==> src/hw/bcs_defines.svh <==
`ifndef BCS_DEFINES_SVH
`define BCS_DEFINES_SVH

// ---------------------------------------------------------------
// Register port word indices
// ---------------------------------------------------------------
`define BCS_ADDR_W_FIRST 5'h00
`define BCS_ADDR_W_LAST 5'h0f
`define BCS_ADDR_STATUS 5'h10
`define BCS_ADDR_SP 5'h11
`define BCS_ADDR_REPEAT 5'h12

// ---------------------------------------------------------------
// Status register field positions and reset value
// ---------------------------------------------------------------
`define BCS_SR_C 0
`define BCS_SR_Z 1
`define BCS_SR_OV 2
`define BCS_SR_N 3
`define BCS_SR_SFA 4
`define BCS_SR_DC 8
`define BCS_SR_SLEEP 12
`define BCS_SR_IDLE 13
`define BCS_SR_WATCHDOG_TIMEOUT_FLAG 14
`define BCS_SR_RESET 16'h0000

// ---------------------------------------------------------------
// Cycle counts
// ---------------------------------------------------------------
`define BCS_CYC_BASE 4'h1
`define BCS_CYC_SKIP_SHORT 4'h2
`define BCS_CYC_SKIP_LONG 4'h3
`define BCS_CYC_DOUBLE 4'h2
`define BCS_CYC_CALL 4'h4
`define BCS_CYC_BRANCH 4'h5
`define BCS_CYC_RET 4'h6
`define BCS_CYC_RET_SHORT 4'h5
`define BCS_CYC_SFR_EXTRA 4'h1

`endif

==> src/hw/bcs_pkg.sv <==
package bcs_pkg;

    typedef enum logic [4:0] {
        BCS_OP_NOP = 5'h00,
        BCS_OP_TOGGLE_BIT,
        BCS_OP_SKIP_IF_BIT_CLEAR,
        BCS_OP_SKIP_IF_BIT_SET,
        BCS_OP_TEST_THEN_SET_C,
        BCS_OP_TEST_THEN_SET_Z,
        BCS_OP_CALL_LIT,
        BCS_OP_CALL_REG,
        BCS_OP_COMPARE_WITH_ZERO,
        BCS_OP_COMPARE_WITH_BORROW,
        BCS_OP_COMPARE_SKIP,
        BCS_OP_COMPARE_BRANCH,
        BCS_OP_POP,
        BCS_OP_POP_D,
        BCS_OP_PUSH,
        BCS_OP_PUSH_D,
        BCS_OP_REPEAT,
        BCS_OP_RETURN,
        BCS_OP_RETURN_WITH_LITERAL,
        BCS_OP_POWER_SAVE_ENTRY,
        BCS_OP_ROTATE_LEFT_VIA_CARRY,
        BCS_OP_ROTATE_RIGHT_PLAIN,
        BCS_OP_SIGN_EXTEND_OP
    } bcs_op_t;

    typedef enum logic [1:0] {
        BCS_REL_EQUAL = 2'h0,
        BCS_REL_GREATER = 2'h1,
        BCS_REL_LESS = 2'h2,
        BCS_REL_NOT_EQUAL = 2'h3
    } bcs_rel_t;

    typedef enum logic [2:0] {
        BCS_ST_IDLE = 3'b001,
        BCS_ST_RUN = 3'b010,
        BCS_ST_SAVE = 3'b100
    } bcs_state_t;

    typedef struct packed {
        bcs_op_t code;
        bcs_rel_t rel;
        logic [3:0] ws;
        logic [3:0] wb;
        logic [3:0] wd;
        logic [15:0] lit;
        logic use_lit;
        logic src_file;
        logic dst_file;
        logic bit_reg;
        logic sfr;
        logic next_long;
        logic short_ret;
        logic [15:0] fdata;
        logic [15:0] ret_addr;
    } bcs_req_t;

endpackage

==> src/hw/bcs_exec_unit.sv <==
// Behaviour
// - Skip-if-bit-clear: one word, 1 cycle, 2 or 3 when skipping, no flags.
// - Skip-if-bit-set skips only when the bit is one; same size and cost.
// - Test-then-set to carry copies bit into C, then sets it; 1 cycle.
// - Test-then-set to zero loads Z with the complement of the bit, sets it; only Z; 1 cycle.
// - All call forms take 4 cycles and update the stack-frame-active flag.
// - Compare with zero: 1 cycle, updates C, DC, N, OV, Z, writes nothing.
// - Compare with borrow: first minus second minus not-carry, flags only, 1 cycle.
// - Compare-and-skip skips when relation holds; 1 or 2-3 cycles; no flags.
// - Compare-and-branch branches when relation holds; 1 or 5 cycles; no flags.
// - Double pop fills a register pair in 2 cycles; single pop 1; no flags.
// - Double push stores a register pair in 2 cycles; single push 1; no flags.
// - Repeat runs the next operation literal-or-register plus one times; 1 cycle.
// - Returns take 6 cycles, 5 reduced; literal form loads 10-bit literal.
// - Power save enters sleep or idle by literal; clears the watchdog flag, sets the sleep or idle flag.
// - Rotate left through carry; old carry to bit 0, top bit to C; C, N, Z.
// - Rotate right with wraparound; only N and Z; 1 cycle.
// - Sign extend into destination register; updates C, N, Z in 1 cycle.
// - Reads of peripheral registers outside the core cost one extra cycle, except in test-then-set to carry and sign extend.
//
// Our own choices: the placing of the registers and the address-and-strobe port.
`timescale 1ns/1ps
`default_nettype none
`include "bcs_defines.svh"

module bcs_exec_unit import bcs_pkg::*; #(
    parameter int STACK_DEPTH = 32
) (
    // Clock and reset
    input wire logic i_core_clk,
    input wire logic i_reset_n,
    // Operation request
    input wire logic i_op_valid,
    input wire bcs_op_t i_op_code,
    input wire bcs_rel_t i_op_rel,
    input wire logic [3:0] i_op_ws,
    input wire logic [3:0] i_op_wb,
    input wire logic [3:0] i_op_wd,
    input wire logic [15:0] i_op_lit,
    input wire logic i_op_use_lit,
    input wire logic i_op_src_file,
    input wire logic i_op_dst_file,
    input wire logic i_op_bit_reg,
    input wire logic i_op_sfr,
    input wire logic i_op_next_long,
    input wire logic i_op_short_ret,
    input wire logic [15:0] i_op_fdata,
    input wire logic [15:0] i_ret_addr,
    // Wake pin
    input wire logic i_wake,
    // Register port
    input wire logic [4:0] i_addr,
    input wire logic [15:0] i_wdata,
    input wire logic i_wr,
    input wire logic i_rd,
    output logic [15:0] o_rdata,
    // Completion
    output logic o_busy,
    output logic o_done,
    output logic [3:0] o_cycles,
    output logic o_skip,
    output logic o_branch,
    output logic [15:0] o_target,
    output logic o_f_we,
    output logic [15:0] o_f_wdata,
    output logic o_repeat_active,
    output logic o_sleep,
    output logic o_idle
);

    localparam int SP_W = $clog2(STACK_DEPTH);

    // ---------------------------------------------------------------
    // State
    // ---------------------------------------------------------------
    bcs_state_t state, next_state;
    bcs_req_t req, next_req;
    logic [3:0] elapsed, next_elapsed;
    logic [15:0] wreg [16];
    logic [15:0] next_wreg [16];
    logic [15:0] stk [STACK_DEPTH];
    logic [15:0] next_stk [STACK_DEPTH];
    logic [SP_W-1:0] sp, next_sp;
    logic [15:0] sr, next_sr;
    logic [15:0] rpt_left, next_rpt_left;
    logic wake_s1, wake_s2, wake_s3;
    logic [15:0] next_rdata, next_target, next_f_wdata;
    logic [3:0] next_cycles;
    logic next_busy, next_done, next_skip, next_branch, next_f_we, next_sleep, next_idle;

    // ---------------------------------------------------------------
    // Execute datapath
    // ---------------------------------------------------------------
    logic [15:0] op_a, op_b, mask, res, tgt, w0_dat, w1_dat, push0, push1, cmp_l, cmp_r;
    logic [16:0] diff;
    logic [4:0] nib;
    logic [3:0] bit_pos, w0_idx, w1_idx, total;
    logic [15:0] flags;
    logic bit_val, rel_hit, res_we, skip, brn, w0_we, w1_we, rpt_load, wants_file;
    logic [1:0] push_n, pop_n;
    logic [SP_W-1:0] sp_m1, sp_m2;
    logic accept, commit, wake_ok;

    assign sp_m1 = sp - SP_W'(1);
    assign sp_m2 = sp - SP_W'(2);

    always_comb begin
        op_a = req.src_file ? req.fdata : wreg[req.ws];
        op_b = req.use_lit ? req.lit : wreg[req.wb];
        bit_pos = req.bit_reg ? wreg[req.wb][3:0] : req.lit[3:0];
        bit_val = op_a[bit_pos];
        mask = 16'h0001 << bit_pos;
        diff = {1'b0, op_a} + {1'b0, ~op_b} + {16'h0000, sr[`BCS_SR_C]};
        nib = {1'b0, op_a[3:0]} + {1'b0, ~op_b[3:0]} + {4'h0, sr[`BCS_SR_C]};
        cmp_l = wreg[req.wb];
        cmp_r = wreg[req.ws];
        case (req.rel)
            BCS_REL_EQUAL: rel_hit = cmp_l == cmp_r;
            BCS_REL_GREATER: rel_hit = $signed(cmp_l) > $signed(cmp_r);
            BCS_REL_LESS: rel_hit = $signed(cmp_l) < $signed(cmp_r);
            default: rel_hit = cmp_l != cmp_r;
        endcase
        total = `BCS_CYC_BASE;
        res = 16'h0000;
        res_we = 1'b0;
        skip = 1'b0;
        brn = 1'b0;
        tgt = 16'h0000;
        flags = sr;
        w1_we = 1'b0;
        w1_idx = req.wd;
        w1_dat = 16'h0000;
        push_n = 2'h0;
        push0 = 16'h0000;
        push1 = 16'h0000;
        pop_n = 2'h0;
        rpt_load = 1'b0;
        wants_file = 1'b0;
        case (req.code)
            BCS_OP_TOGGLE_BIT: begin
                res = op_a ^ mask;
                res_we = 1'b1;
                wants_file = 1'b1;
            end
            BCS_OP_SKIP_IF_BIT_CLEAR, BCS_OP_SKIP_IF_BIT_SET: begin
                skip = (req.code == BCS_OP_SKIP_IF_BIT_SET) ? bit_val : !bit_val;
                wants_file = 1'b1;
            end
            BCS_OP_TEST_THEN_SET_C: begin
                flags[`BCS_SR_C] = bit_val;
                res = op_a | mask;
                res_we = 1'b1;
            end
            BCS_OP_TEST_THEN_SET_Z: begin
                flags[`BCS_SR_Z] = !bit_val;
                res = op_a | mask;
                res_we = 1'b1;
                wants_file = 1'b1;
            end
            BCS_OP_CALL_LIT, BCS_OP_CALL_REG: begin
                total = `BCS_CYC_CALL;
                flags[`BCS_SR_SFA] = 1'b0;
                brn = 1'b1;
                tgt = (req.code == BCS_OP_CALL_LIT) ? req.lit : wreg[req.ws];
                push_n = 2'h1;
                push0 = req.ret_addr;
            end
            BCS_OP_COMPARE_WITH_ZERO: begin
                flags[`BCS_SR_C] = 1'b1;
                flags[`BCS_SR_DC] = 1'b1;
                flags[`BCS_SR_N] = op_a[15];
                flags[`BCS_SR_OV] = 1'b0;
                flags[`BCS_SR_Z] = op_a == 16'h0000;
                wants_file = 1'b1;
            end
            BCS_OP_COMPARE_WITH_BORROW: begin
                flags[`BCS_SR_C] = diff[16];
                flags[`BCS_SR_DC] = nib[4];
                flags[`BCS_SR_N] = diff[15];
                flags[`BCS_SR_OV] = (op_a[15] != op_b[15]) && (diff[15] != op_a[15]);
                // Zero only clears, so a multi-word compare chain keeps its result
                flags[`BCS_SR_Z] = sr[`BCS_SR_Z] && (diff[15:0] == 16'h0000);
                wants_file = 1'b1;
            end
            BCS_OP_COMPARE_SKIP: begin
                skip = rel_hit;
            end
            BCS_OP_COMPARE_BRANCH: begin
                brn = rel_hit;
                tgt = req.lit;
                total = rel_hit ? `BCS_CYC_BRANCH : `BCS_CYC_BASE;
            end
            BCS_OP_POP: begin
                res = stk[sp_m1];
                res_we = 1'b1;
                pop_n = 2'h1;
            end
            BCS_OP_POP_D: begin
                total = `BCS_CYC_DOUBLE;
                res = stk[sp_m2];
                res_we = 1'b1;
                w1_we = 1'b1;
                w1_idx = req.wd + 4'h1;
                w1_dat = stk[sp_m1];
                pop_n = 2'h2;
            end
            BCS_OP_PUSH: begin
                push_n = 2'h1;
                push0 = op_a;
                wants_file = 1'b1;
            end
            BCS_OP_PUSH_D: begin
                total = `BCS_CYC_DOUBLE;
                push_n = 2'h2;
                push0 = wreg[req.ws];
                push1 = wreg[req.ws + 4'h1];
            end
            BCS_OP_REPEAT: begin
                rpt_load = 1'b1;
            end
            BCS_OP_RETURN, BCS_OP_RETURN_WITH_LITERAL: begin
                total = req.short_ret ? `BCS_CYC_RET_SHORT : `BCS_CYC_RET;
                flags[`BCS_SR_SFA] = 1'b0;
                brn = 1'b1;
                tgt = stk[sp_m1];
                pop_n = 2'h1;
                res = {6'h00, req.lit[9:0]};
                res_we = req.code == BCS_OP_RETURN_WITH_LITERAL;
            end
            BCS_OP_POWER_SAVE_ENTRY: begin
                flags[`BCS_SR_WATCHDOG_TIMEOUT_FLAG] = 1'b0;
                flags[`BCS_SR_SLEEP] = sr[`BCS_SR_SLEEP] || !req.lit[0];
                flags[`BCS_SR_IDLE] = sr[`BCS_SR_IDLE] || req.lit[0];
            end
            BCS_OP_ROTATE_LEFT_VIA_CARRY: begin
                res = {op_a[14:0], sr[`BCS_SR_C]};
                res_we = 1'b1;
                flags[`BCS_SR_C] = op_a[15];
                flags[`BCS_SR_N] = op_a[14];
                flags[`BCS_SR_Z] = res == 16'h0000;
                wants_file = 1'b1;
            end
            BCS_OP_ROTATE_RIGHT_PLAIN: begin
                res = {op_a[0], op_a[15:1]};
                res_we = 1'b1;
                flags[`BCS_SR_N] = op_a[0];
                flags[`BCS_SR_Z] = op_a == 16'h0000;
                wants_file = 1'b1;
            end
            BCS_OP_SIGN_EXTEND_OP: begin
                res = {{8{op_a[7]}}, op_a[7:0]};
                res_we = 1'b1;
                flags[`BCS_SR_C] = !op_a[7];
                flags[`BCS_SR_N] = op_a[7];
                flags[`BCS_SR_Z] = op_a[7:0] == 8'h00;
            end
            default: begin
                total = `BCS_CYC_BASE;
            end
        endcase
        if (skip) begin
            total = req.next_long ? `BCS_CYC_SKIP_LONG : `BCS_CYC_SKIP_SHORT;
        end
        if (wants_file && req.src_file && req.sfr) begin
            total = total + `BCS_CYC_SFR_EXTRA;
        end
        w0_we = res_we && !(req.dst_file && req.code != BCS_OP_SIGN_EXTEND_OP);
        w0_idx = req.wd;
        if (req.code == BCS_OP_TOGGLE_BIT || req.code == BCS_OP_TEST_THEN_SET_C
            || req.code == BCS_OP_TEST_THEN_SET_Z) begin
            w0_idx = req.ws;
        end
        w0_dat = res;
    end

    // ---------------------------------------------------------------
    // Sequencer, register file and stack
    // ---------------------------------------------------------------
    // Bus writes to a working register are overridden by a same-cycle commit
    assign accept = i_op_valid && (state == BCS_ST_IDLE);
    assign commit = (state == BCS_ST_RUN) && (elapsed == total - 4'h1);
    assign wake_ok = wake_s2 && wake_s3;

    always_comb begin
        next_state = state;
        next_req = accept ? {i_op_code, i_op_rel, i_op_ws, i_op_wb, i_op_wd, i_op_lit,
            i_op_use_lit, i_op_src_file, i_op_dst_file, i_op_bit_reg, i_op_sfr,
            i_op_next_long, i_op_short_ret, i_op_fdata, i_ret_addr} : req;
        next_elapsed = accept ? 4'h0 : elapsed + 4'h1;
        next_wreg = wreg;
        next_stk = stk;
        next_sp = sp;
        next_sr = sr;
        next_rpt_left = rpt_left;
        next_sleep = o_sleep;
        next_idle = o_idle;
        next_target = o_target;
        next_f_wdata = o_f_wdata;
        next_cycles = o_cycles;
        if (i_wr && i_addr <= `BCS_ADDR_W_LAST) begin
            next_wreg[i_addr[3:0]] = i_wdata;
        end else if (i_wr && i_addr == `BCS_ADDR_STATUS) begin
            next_sr = i_wdata;
        end
        case (state)
            BCS_ST_IDLE: begin
                if (accept) begin
                    next_state = BCS_ST_RUN;
                end
            end
            BCS_ST_RUN: begin
                if (commit) begin
                    next_state = (req.code == BCS_OP_POWER_SAVE_ENTRY) ? BCS_ST_SAVE : BCS_ST_IDLE;
                end
            end
            BCS_ST_SAVE: begin
                if (wake_ok) begin
                    next_state = BCS_ST_IDLE;
                    next_sleep = 1'b0;
                    next_idle = 1'b0;
                end
            end
            default: begin
                next_state = BCS_ST_IDLE;
            end
        endcase
        if (commit) begin
            next_sr = flags;
            next_cycles = total;
            next_target = tgt;
            next_f_wdata = res;
            if (w0_we) begin
                next_wreg[w0_idx] = w0_dat;
            end
            if (w1_we) begin
                next_wreg[w1_idx] = w1_dat;
            end
            if (push_n != 2'h0) begin
                next_stk[sp] = push0;
            end
            if (push_n == 2'h2) begin
                next_stk[sp + SP_W'(1)] = push1;
            end
            next_sp = sp + SP_W'(push_n) - SP_W'(pop_n);
            if (rpt_load) begin
                next_rpt_left = req.use_lit ? {1'b0, req.lit[14:0]} : wreg[req.ws];
            end else if (rpt_left != 16'h0000) begin
                next_rpt_left = rpt_left - 16'h0001;
            end
            if (req.code == BCS_OP_POWER_SAVE_ENTRY) begin
                next_sleep = !req.lit[0];
                next_idle = req.lit[0];
            end
        end
        next_busy = next_state != BCS_ST_IDLE;
        next_done = commit;
        next_skip = commit && skip;
        next_branch = commit && brn;
        next_f_we = commit && res_we && req.dst_file && req.code != BCS_OP_SIGN_EXTEND_OP;
        next_rdata = 16'h0000;
        if (i_rd && i_addr <= `BCS_ADDR_W_LAST) begin
            next_rdata = wreg[i_addr[3:0]];
        end else if (i_rd && i_addr == `BCS_ADDR_STATUS) begin
            next_rdata = sr;
        end else if (i_rd && i_addr == `BCS_ADDR_SP) begin
            next_rdata = 16'(sp);
        end else if (i_rd && i_addr == `BCS_ADDR_REPEAT) begin
            next_rdata = rpt_left;
        end
    end

    always_ff @(posedge i_core_clk or negedge i_reset_n) begin
        if (!i_reset_n) begin
            state <= BCS_ST_IDLE;
            req <= '0;
            elapsed <= 4'h0;
            wreg <= '{default: 16'h0000};
            stk <= '{default: 16'h0000};
            sp <= '0;
            sr <= `BCS_SR_RESET;
            rpt_left <= 16'h0000;
            wake_s1 <= 1'b0;
            wake_s2 <= 1'b0;
            wake_s3 <= 1'b0;
            o_rdata <= 16'h0000;
            o_busy <= 1'b0;
            o_done <= 1'b0;
            o_cycles <= 4'h0;
            o_skip <= 1'b0;
            o_branch <= 1'b0;
            o_target <= 16'h0000;
            o_f_we <= 1'b0;
            o_f_wdata <= 16'h0000;
            o_repeat_active <= 1'b0;
            o_sleep <= 1'b0;
            o_idle <= 1'b0;
        end else begin
            state <= next_state;
            req <= next_req;
            elapsed <= next_elapsed;
            wreg <= next_wreg;
            stk <= next_stk;
            sp <= next_sp;
            sr <= next_sr;
            rpt_left <= next_rpt_left;
            wake_s1 <= i_wake;
            wake_s2 <= wake_s1;
            wake_s3 <= wake_s2;
            o_rdata <= next_rdata;
            o_busy <= next_busy;
            o_done <= next_done;
            o_cycles <= next_cycles;
            o_skip <= next_skip;
            o_branch <= next_branch;
            o_target <= next_target;
            o_f_we <= next_f_we;
            o_f_wdata <= next_f_wdata;
            o_repeat_active <= next_rpt_left != 16'h0000;
            o_sleep <= next_sleep;
            o_idle <= next_idle;
        end
    end
endmodule

`default_nettype wire

==> config.mk <==
export PLATFORM = sky130hd
export DESIGN_NAME = bcs_exec_unit
export DESIGN_NICKNAME = d
export VERILOG_FILES = /design/src/hw/bcs_pkg.sv /design/src/hw/bcs_exec_unit.sv
export VERILOG_INCLUDE_DIRS = /design/src /design/src/hw
export SDC_FILE = /design/constraint.sdc
export NUM_CORES = 2
export LEC_CHECK = 0
export BUFFER_PORTS_ARGS = -buffer_cell sky130_fd_sc_hd__buf_4
export CAP_MARGIN = 15
export CORE_ASPECT_RATIO = 0.7
export CORE_MARGIN = 2
export CORE_UTILIZATION = 40
export CTS_BUF_LIST = sky130_fd_sc_hd__clkbuf_4 sky130_fd_sc_hd__clkbuf_8
export DETAILED_ROUTE_END_ITERATION = 10
export GPL_TIMING_DRIVEN = 0
export PLACE_DENSITY = 0.56
export SLEW_MARGIN = 0
export SYNTH_ARGS = -nofsm -noshare
export SYNTH_HDL_FRONTEND = slang
export SYNTH_SLANG_ARGS = --single-unit
export TNS_END_PERCENT = 5
==> constraint.sdc <==
create_clock -name i_core_clk -period 10.2 [get_ports i_core_clk]
set_input_delay 1.02 -clock i_core_clk [delete_from_list [all_inputs] [get_ports i_core_clk]]
set_output_delay 1.02 -clock i_core_clk [all_outputs]
set_load 0.05 [all_outputs]
== Word-level counts from Yosys, hierarchy flattened ==
Cells that the tools add are included.

* Register bits after elaboration: 949
* Input port bits: 101
* Logic and storage cells: 347

* Add/subtract/negate cells: 15
* Order comparisons: 19
* Equality and inequality tests: 45
* Shifts and indexed selects: 1
* Muxes and demuxes: 102
* Bitwise operators: 16
* Reductions and logical operators: 60

{| class="wikitable"
|+ Operator list
! cell !! count
|-
| 512-bit 2-to-1 mux || 3
|-
| 256-bit 2-to-1 mux || 5
|-
| 512-bit bitwise mux || 2
|-
| 256-bit bitwise mux || 3
|-
| 16-bit 2-to-1 mux || 30
|-
| 16-bit binary-select mux with 4-bit select || 4
|-
| 16-bit demux with 4-bit select || 3
|-
| 16-bit binary-select mux with 5-bit select || 2
|-
| 16-bit demux with 5-bit select || 2
|-
| 16-bit one-hot mux with 8 select lines || 1
|-
| 16-bit one-hot mux with 3 select lines || 2
|-
| 5-bit == test, second input constant || 10
|-
| 16-bit zero test || 3
|-
| 15-bit 2-to-1 mux || 3
|-
| 5-bit by 4-bit == test with 1-bit output, second input constant || 8
|-
| 16-bit nonzero test || 2
|-
| 5-bit greater-or-equal comparator, second input constant || 6
|-
| 4-bit inverter with 5-bit output || 6
|-
| 1-bit logical AND || 25
|-
| 6-bit greater-or-equal comparator, second input constant || 4
|-
| 4-bit 2-to-1 mux || 6
|-
| 5-bit inverter with 6-bit output || 4
|-
| 3-bit AND reduction || 7
|-
| 5-bit by 3-bit == test with 1-bit output, second input constant || 4
|-
| other kinds (61) || 113
|}

== Longest topological paths before layout ==
* Depth in word-level cells: 20
* Depth in mapped cells: 35

== Worst setup path before layout ==
No wires, ideal clock.

* Path type: register to register
* From: register req[59] in the netlist's numbering
* To: register o_repeat_active
* Setup time: 0.138 ns
* Arrival time: 7.244 ns
* Data required time: 10.062 ns
* Setup slack: 2.818 ns
* Stages on the path, launching flop included: 32
* Cell sequence: dfrtp_1 -> buf_2 -> buf_2 -> buf_1 -> clkbuf_1 -> mux4_2 -> mux4_2 -> ha_1 -> nand4_1 -> nor2_1 -> nand4_1 -> nor3_1 -> mux2i_1 -> nor2_1 -> mux2_2 -> o211ai_1 -> nand2_1 -> inv_1 -> ha_1 -> and2_1 -> nor2_1 -> ha_1 -> xor2_1 -> xnor2_1 -> nand4_1 -> o32a_1 -> buf_6 -> inv_6 -> buf_6 -> and2_4 -> o221ai_2 -> or4_1

* Word-level cells in the longest chain between the ends: 18
* Elaborated cells between the ends (all ways): 25
* Classes of those cells: 2 x add/sub; 2 x order compare; 3 x eq/ne; 14 x mux; 1 x bitwise; 3 x reduce/logical

{| class="wikitable"
|+ RTL lines
! what !! RTL line !! text
|-
| start: declaration || bcs_exec_unit.sv:77 || <nowiki>bcs_req_t req, next_req;</nowiki>
|-
| start signal: assignment || bcs_exec_unit.sv:399 || <nowiki>req <= next_req;</nowiki>
|-
| 4-bit inverter with 5-bit output (not written as such) * || bcs_exec_unit.sv:110, bcs_exec_unit.sv:115 ||
|-
| 16-bit binary-select mux with 4-bit select * || bcs_exec_unit.sv:110, bcs_exec_unit.sv:115 ||
|-
| 16-bit 2-to-1 mux (not written as such) * (2 in a row) || bcs_exec_unit.sv:115 || <nowiki>cmp_l = wreg[req.wb];</nowiki>
|-
| branches (longest 6 deep; another with 16-bit < comparator) || - ||
|-
| 4-bit 2-to-1 mux * || bcs_exec_unit.sv:261 || <nowiki>if (skip) begin</nowiki>
|-
| 4-bit by 1-bit adder with 4-bit output (no source line) || - ||
|-
| 4-bit 2-to-1 mux * || bcs_exec_unit.sv:264 || <nowiki>if (wants_file && req.src_file && req.sfr) begin</nowiki>
|-
| 4-bit by 1-bit subtractor with 4-bit output * || bcs_exec_unit.sv:281 || <nowiki>assign commit = (state == BCS_ST_RUN) && (elapsed == total - 4'h1);</nowiki>
|-
| 4-bit == test * || bcs_exec_unit.sv:281 ||
|-
| 1-bit logical AND * || bcs_exec_unit.sv:281 ||
|-
| 16-bit 2-to-1 mux * || bcs_exec_unit.sv:327 || <nowiki>if (commit) begin</nowiki>
|-
| 16-bit nonzero test * || bcs_exec_unit.sv:418 || <nowiki>o_repeat_active <= next_rpt_left != 16'h0000;</nowiki>
|-
| end signal: assignment || bcs_exec_unit.sv:394 || <nowiki>o_repeat_active <= 1'b0;</nowiki>
|-
| end signal: assignment || bcs_exec_unit.sv:418 ||
|-
| end: declaration || bcs_exec_unit.sv:66 || <nowiki>output logic o_repeat_active,</nowiki>
|}

Mark *: on every way between the ends. The select of a mux whose other input is x is not followed.
A chain may end at the register's enable or synchronous reset.

== Worst setup path in the final report ==
* From: register req[64] in the netlist's numbering
* To: register stk[464] in the netlist's numbering

* Word-level cells in the longest chain between the ends: 16
* Elaborated cells between the ends (all ways): 35
* Classes of those cells: 3 x add/sub; 2 x order compare; 3 x eq/ne; 23 x mux; 2 x bitwise; 2 x reduce/logical

{| class="wikitable"
|+ RTL lines
! what !! RTL line !! text
|-
| 4-bit inverter with 5-bit output (not written as such) * || bcs_exec_unit.sv:108, bcs_exec_unit.sv:116 ||
|-
| 16-bit binary-select mux with 4-bit select * || bcs_exec_unit.sv:108, bcs_exec_unit.sv:116 ||
|-
| 16-bit 2-to-1 mux (not written as such) * (2 in a row) || bcs_exec_unit.sv:108, bcs_exec_unit.sv:116 ||
|-
| branches (longest 6 deep; another with 16-bit < comparator) || - ||
|-
| 4-bit 2-to-1 mux * || bcs_exec_unit.sv:261 ||
|-
| 4-bit by 1-bit adder with 4-bit output (no source line) || - ||
|-
| 4-bit 2-to-1 mux * || bcs_exec_unit.sv:264 ||
|-
| 4-bit by 1-bit subtractor with 4-bit output * || bcs_exec_unit.sv:281 ||
|-
| 4-bit == test * || bcs_exec_unit.sv:281 ||
|-
| 1-bit logical AND * || bcs_exec_unit.sv:281 ||
|-
| named net commit || bcs_exec_unit.sv:102 || <nowiki>logic accept, commit, wake_ok;</nowiki>
|-
| end signal: assignment || bcs_exec_unit.sv:402 || <nowiki>stk <= next_stk;</nowiki>
|-
| end: declaration || bcs_exec_unit.sv:81 || <nowiki>logic [15:0] stk [STACK_DEPTH];</nowiki>
|}

Mark *: on every way through the listed nets, which the timed path passes. The select of a mux whose other input is x is not followed.

==> impl_metrics.py <==
metrics = {
    "status": {
        "status": "finished with violations",
        "violations": "slew limit, setup timing",
    },
    "clock_tree": {
        "cts.path.max_buffers": 3,
        "cts_sinks": 949,
        "h-tree-depth": 4,
        "cts_made_buffers": 169,
        "cts_tree": "yes",
        "clock_latency_ns": 1.03,
        "cts_root_buffer": "clkbuf_8",
        "clk_pin_slew_ns": 0.07,
    },
    "route": {
        "drt_iter0_drc": 13000,
        "drtAntennaViolNets": 0,
        "first_pass_iters": 7,
        "totalWireLength_um": 398000,
        "wl_per_cell_um": 42.7,
        "vias": 68400,
        "vias_per_cell": 7.34,
        "drc": 0,
    },
    "synthesis": {
        "syn_nets": 6787,
        "synth_top_area_frac": 0.367,
        "ys_types": 71,
        "ys_ff_latch": 949,
        "ys_warn_count": 0,
        "ys.flop_type": "dfrtp_1",
        "yosys-top-cells-count": "dfrtp_1 (948), nand2_1 (906), nor2_1 (838)",
        "async_flop_share": 1.00,
        "netlist_area_sq_um": 64600,
        "postSynthAreaPerCell_sq_um": 9.78,
        "synth_cells": 6607,
        "synth_seq_area_share": 0.368,
        "netlist_top_cells_area": "dfrtp_1 (37%), mux4_2 (22%), nand2_1 (5.3%), o22ai_1 (5.1%), nor2_1 (4.9%)",
        "synth-edff-count": 0,
        "synth_most_common_cell": "dfrtp_1",
        "yosys.area.top_type": "dfrtp_1",
    },
    "timing": {
        "max-slew-margin-rel": -0.00273,
        "fin_tns_setup_ns": -0.446,
        "fin_crit_ns": 10.28,
        "max_freq_ghz": 0.0973,
        "tightestPinTransition_ns": 1.50,
        "setup_slack_ns": -0.0768,
        "hold_violations": 0,
        "slew_viol_final": 1,
        "setup_viol": 20,
        "rsz0062_at_grt": "no",
        "min_period_over_period": 1.01,
        "skew_ns": 0.0791,
    },
    "cells_and_area": {
        "drive_gt1_frac": 0.210,
        "nets": 7222,
        "fillCellCount": 15500,
        "post-route-util": 0.462,
        "design_area_sq_um": 74200,
        "area_delta_synth_final_pct": 14.8,
    },
    "place": {
        "portBuffers": 143,
        "post_dp_cell_area_sq_um": 69800,
        "globalplace.congestion": 1.08,
        "dp_hpwl_um": 322000,
    },
    "critical_path": {
        "worstPathArrival_ns": 11.07,
        "path_max_fanout": 10,
        "start_kind": "flip-flop",
        "reg2reg_slack_ns": -0.08,
        "worst_path_most_repeated_cell": "buf_2",
        "slowest_stage": "clkbuf_1",
        "slowest_delay_ns": 0.95,
        "worstPathRequired_ns": 10.99,
        "setup.worst_path.end_class": "flip-flop",
        "critPathKind": "reg2reg",
    },
    "floorplan": {
        "rows": 123,
        "die_w_um": 484,
        "initial_core_util": 0.402,
        "dieArea_sq_um": 165000,
        "die_y_um": 340,
        "coreArea_sq_um": 161000,
        "ios": 161,
    },
    "global_routing": {
        "grt_pass1_wl_um": 531000,
        "grt_max_degree": 158,
        "gr-total-overflow": 0,
        "grt_pass1_vias": 61500,
        "track_usage": 0.471,
        "antenna_found_initial": 18,
    },
    "power": {
        "p_sw_frac": 0.545,
        "cellPowerDensity_nw_per_um2": 346,
        "combPwrFrac": 0.615,
        "p_leak_nw": 29.9,
        "power.switching_mw": 14.0,
        "p_clk_frac": 0.167,
        "p_seq_frac": 0.218,
        "p_int_mw": 11.7,
        "ir_drop_v": 0.000171,
    },
    "job": {
        "timing.max_cap.violations": 0,
    },
    "worst_hold_path": {
        "hold_class": "in2reg",
    },
}
through the flow:
stage          worst slack [ns]  instances  hold slack, ns  power [mW]
2_1_floorplan              2.82       6607           0.331        13.4
3_3_place_gp              -4.53       8875           0.340        19.8
3_5_place_dp             -0.986       8964           0.343        20.2
4_1_cts                   0.111       9273           0.124        24.4
5_1_grt                 0.00759       9308           0.170        26.0
6_report                -0.0768       9321           0.150        25.6
sequential cells by signal, indices dropped and copies added (netlist names), 3 cells and up:
| signal | count |
|---|---|
| state | 3 |
| req | 74 |
| stk | 512 |
| o_rdata | 16 |
| rpt_left | 16 |
| sr | 16 |
| elapsed | 4 |
| o_target | 16 |
| sp | 5 |
| o_f_wdata | 16 |
| wreg | 256 |
| o_cycles | 4 |
layout make-up:
cell class,instances,area [sq um],share of cell area
clock inverters,48,561,0.00756
repair buffers,265,2810,0.0379
flip-flops and latches,949,23700,0.320
inverters,110,418,0.00563
clock buffers,260,3270,0.0441
multi-input cells,4867,37800,0.510
diodes,17,42.5,0.000574
plain buffers,680,2860,0.0386
well taps,2125,2660,0.0358
path summary, 6_finish.rpt:
path,end,from,cells past startpoint
worst max-delay path,stk[464],req[64],30
worst min-delay path,wake_s1,i_wake,1
worst max register to register,stk[464],req[64],30
worst min register to register,wake_s2,wake_s1,0
max in group asynchronous,elapsed[1],i_reset_n,6
min in group asynchronous,wreg[185],i_reset_n,2
power by group through the flow:
stage                     registers, mW  clock network (mW)  logic, mW
after global placement             5.54                   0       14.2
final                              5.59                4.28       15.8
after detailed placement           5.56                   0       14.6
after global routing               5.59                4.40       16.0
after CTS                          5.49                4.24       14.7
after floorplan                    5.19                   0       8.17
layer usage:
layer / part of all wire / track usage / vias up
met5: 0.0036 / 0.0580 / -
met4: 0.033 / 0.143 / 26
met3: 0.21 / 0.330 / 763
met2: 0.34 / 0.526 / 6660
met1: 0.41 / 0.680 / 35000
li1: - / - / 26000
cells by family (layout without fill, tap and decap cells):
group	count (synthesis)	after routing	synth area share
DFF	949	949	0.368
adders and majority gates	79	79	0.0158
buffers and inverters	791	1363	0.0502
other	0	17	0
muxes	775	775	0.242
and+or+nand+nor	1976	1976	0.122
AOI/OAI and AO/OA	1997	1997	0.196
xor gates and xnor gates	40	40	0.00542
repair_timing:
| action | CTS | global route |
|---|---|---|
| hold endpoints to repair | 56 | 0 |
| hold buffers | 1 | 0 |
| resized for setup | 7 | 17 |
| buffers inserted | 0 | 0 |
| endpoints found under the setup margin | 128 | 403 |
critical path, delay by kind of cell (launching register included):
| kind | cells | cell delay [ns] |
|---|---|---|
| mux | 2 | 0.59 |
| flops | 1 | 0.43 |
| buf+inv | 11 | 4.59 |
| fa+ha+maj | 3 | 0.97 |
| xor+xnor | 2 | 0.39 |
| compound gates | 4 | 1.08 |
| simple gates | 8 | 1.91 |
cell usage in the layout (no fill, tap or decap), types with 166 or more instances in the layout:
master,count
clkbuf_1,451
a21oi_1,544
nand2_1,906
nor2_1,838
a22oi_1,213
o22ai_1,529
buf_4,166
dfrtp_1,948
mux4_2,623
clkbuf_8,211
a31oi_1,192
Power figures use the tool's default switching activity.
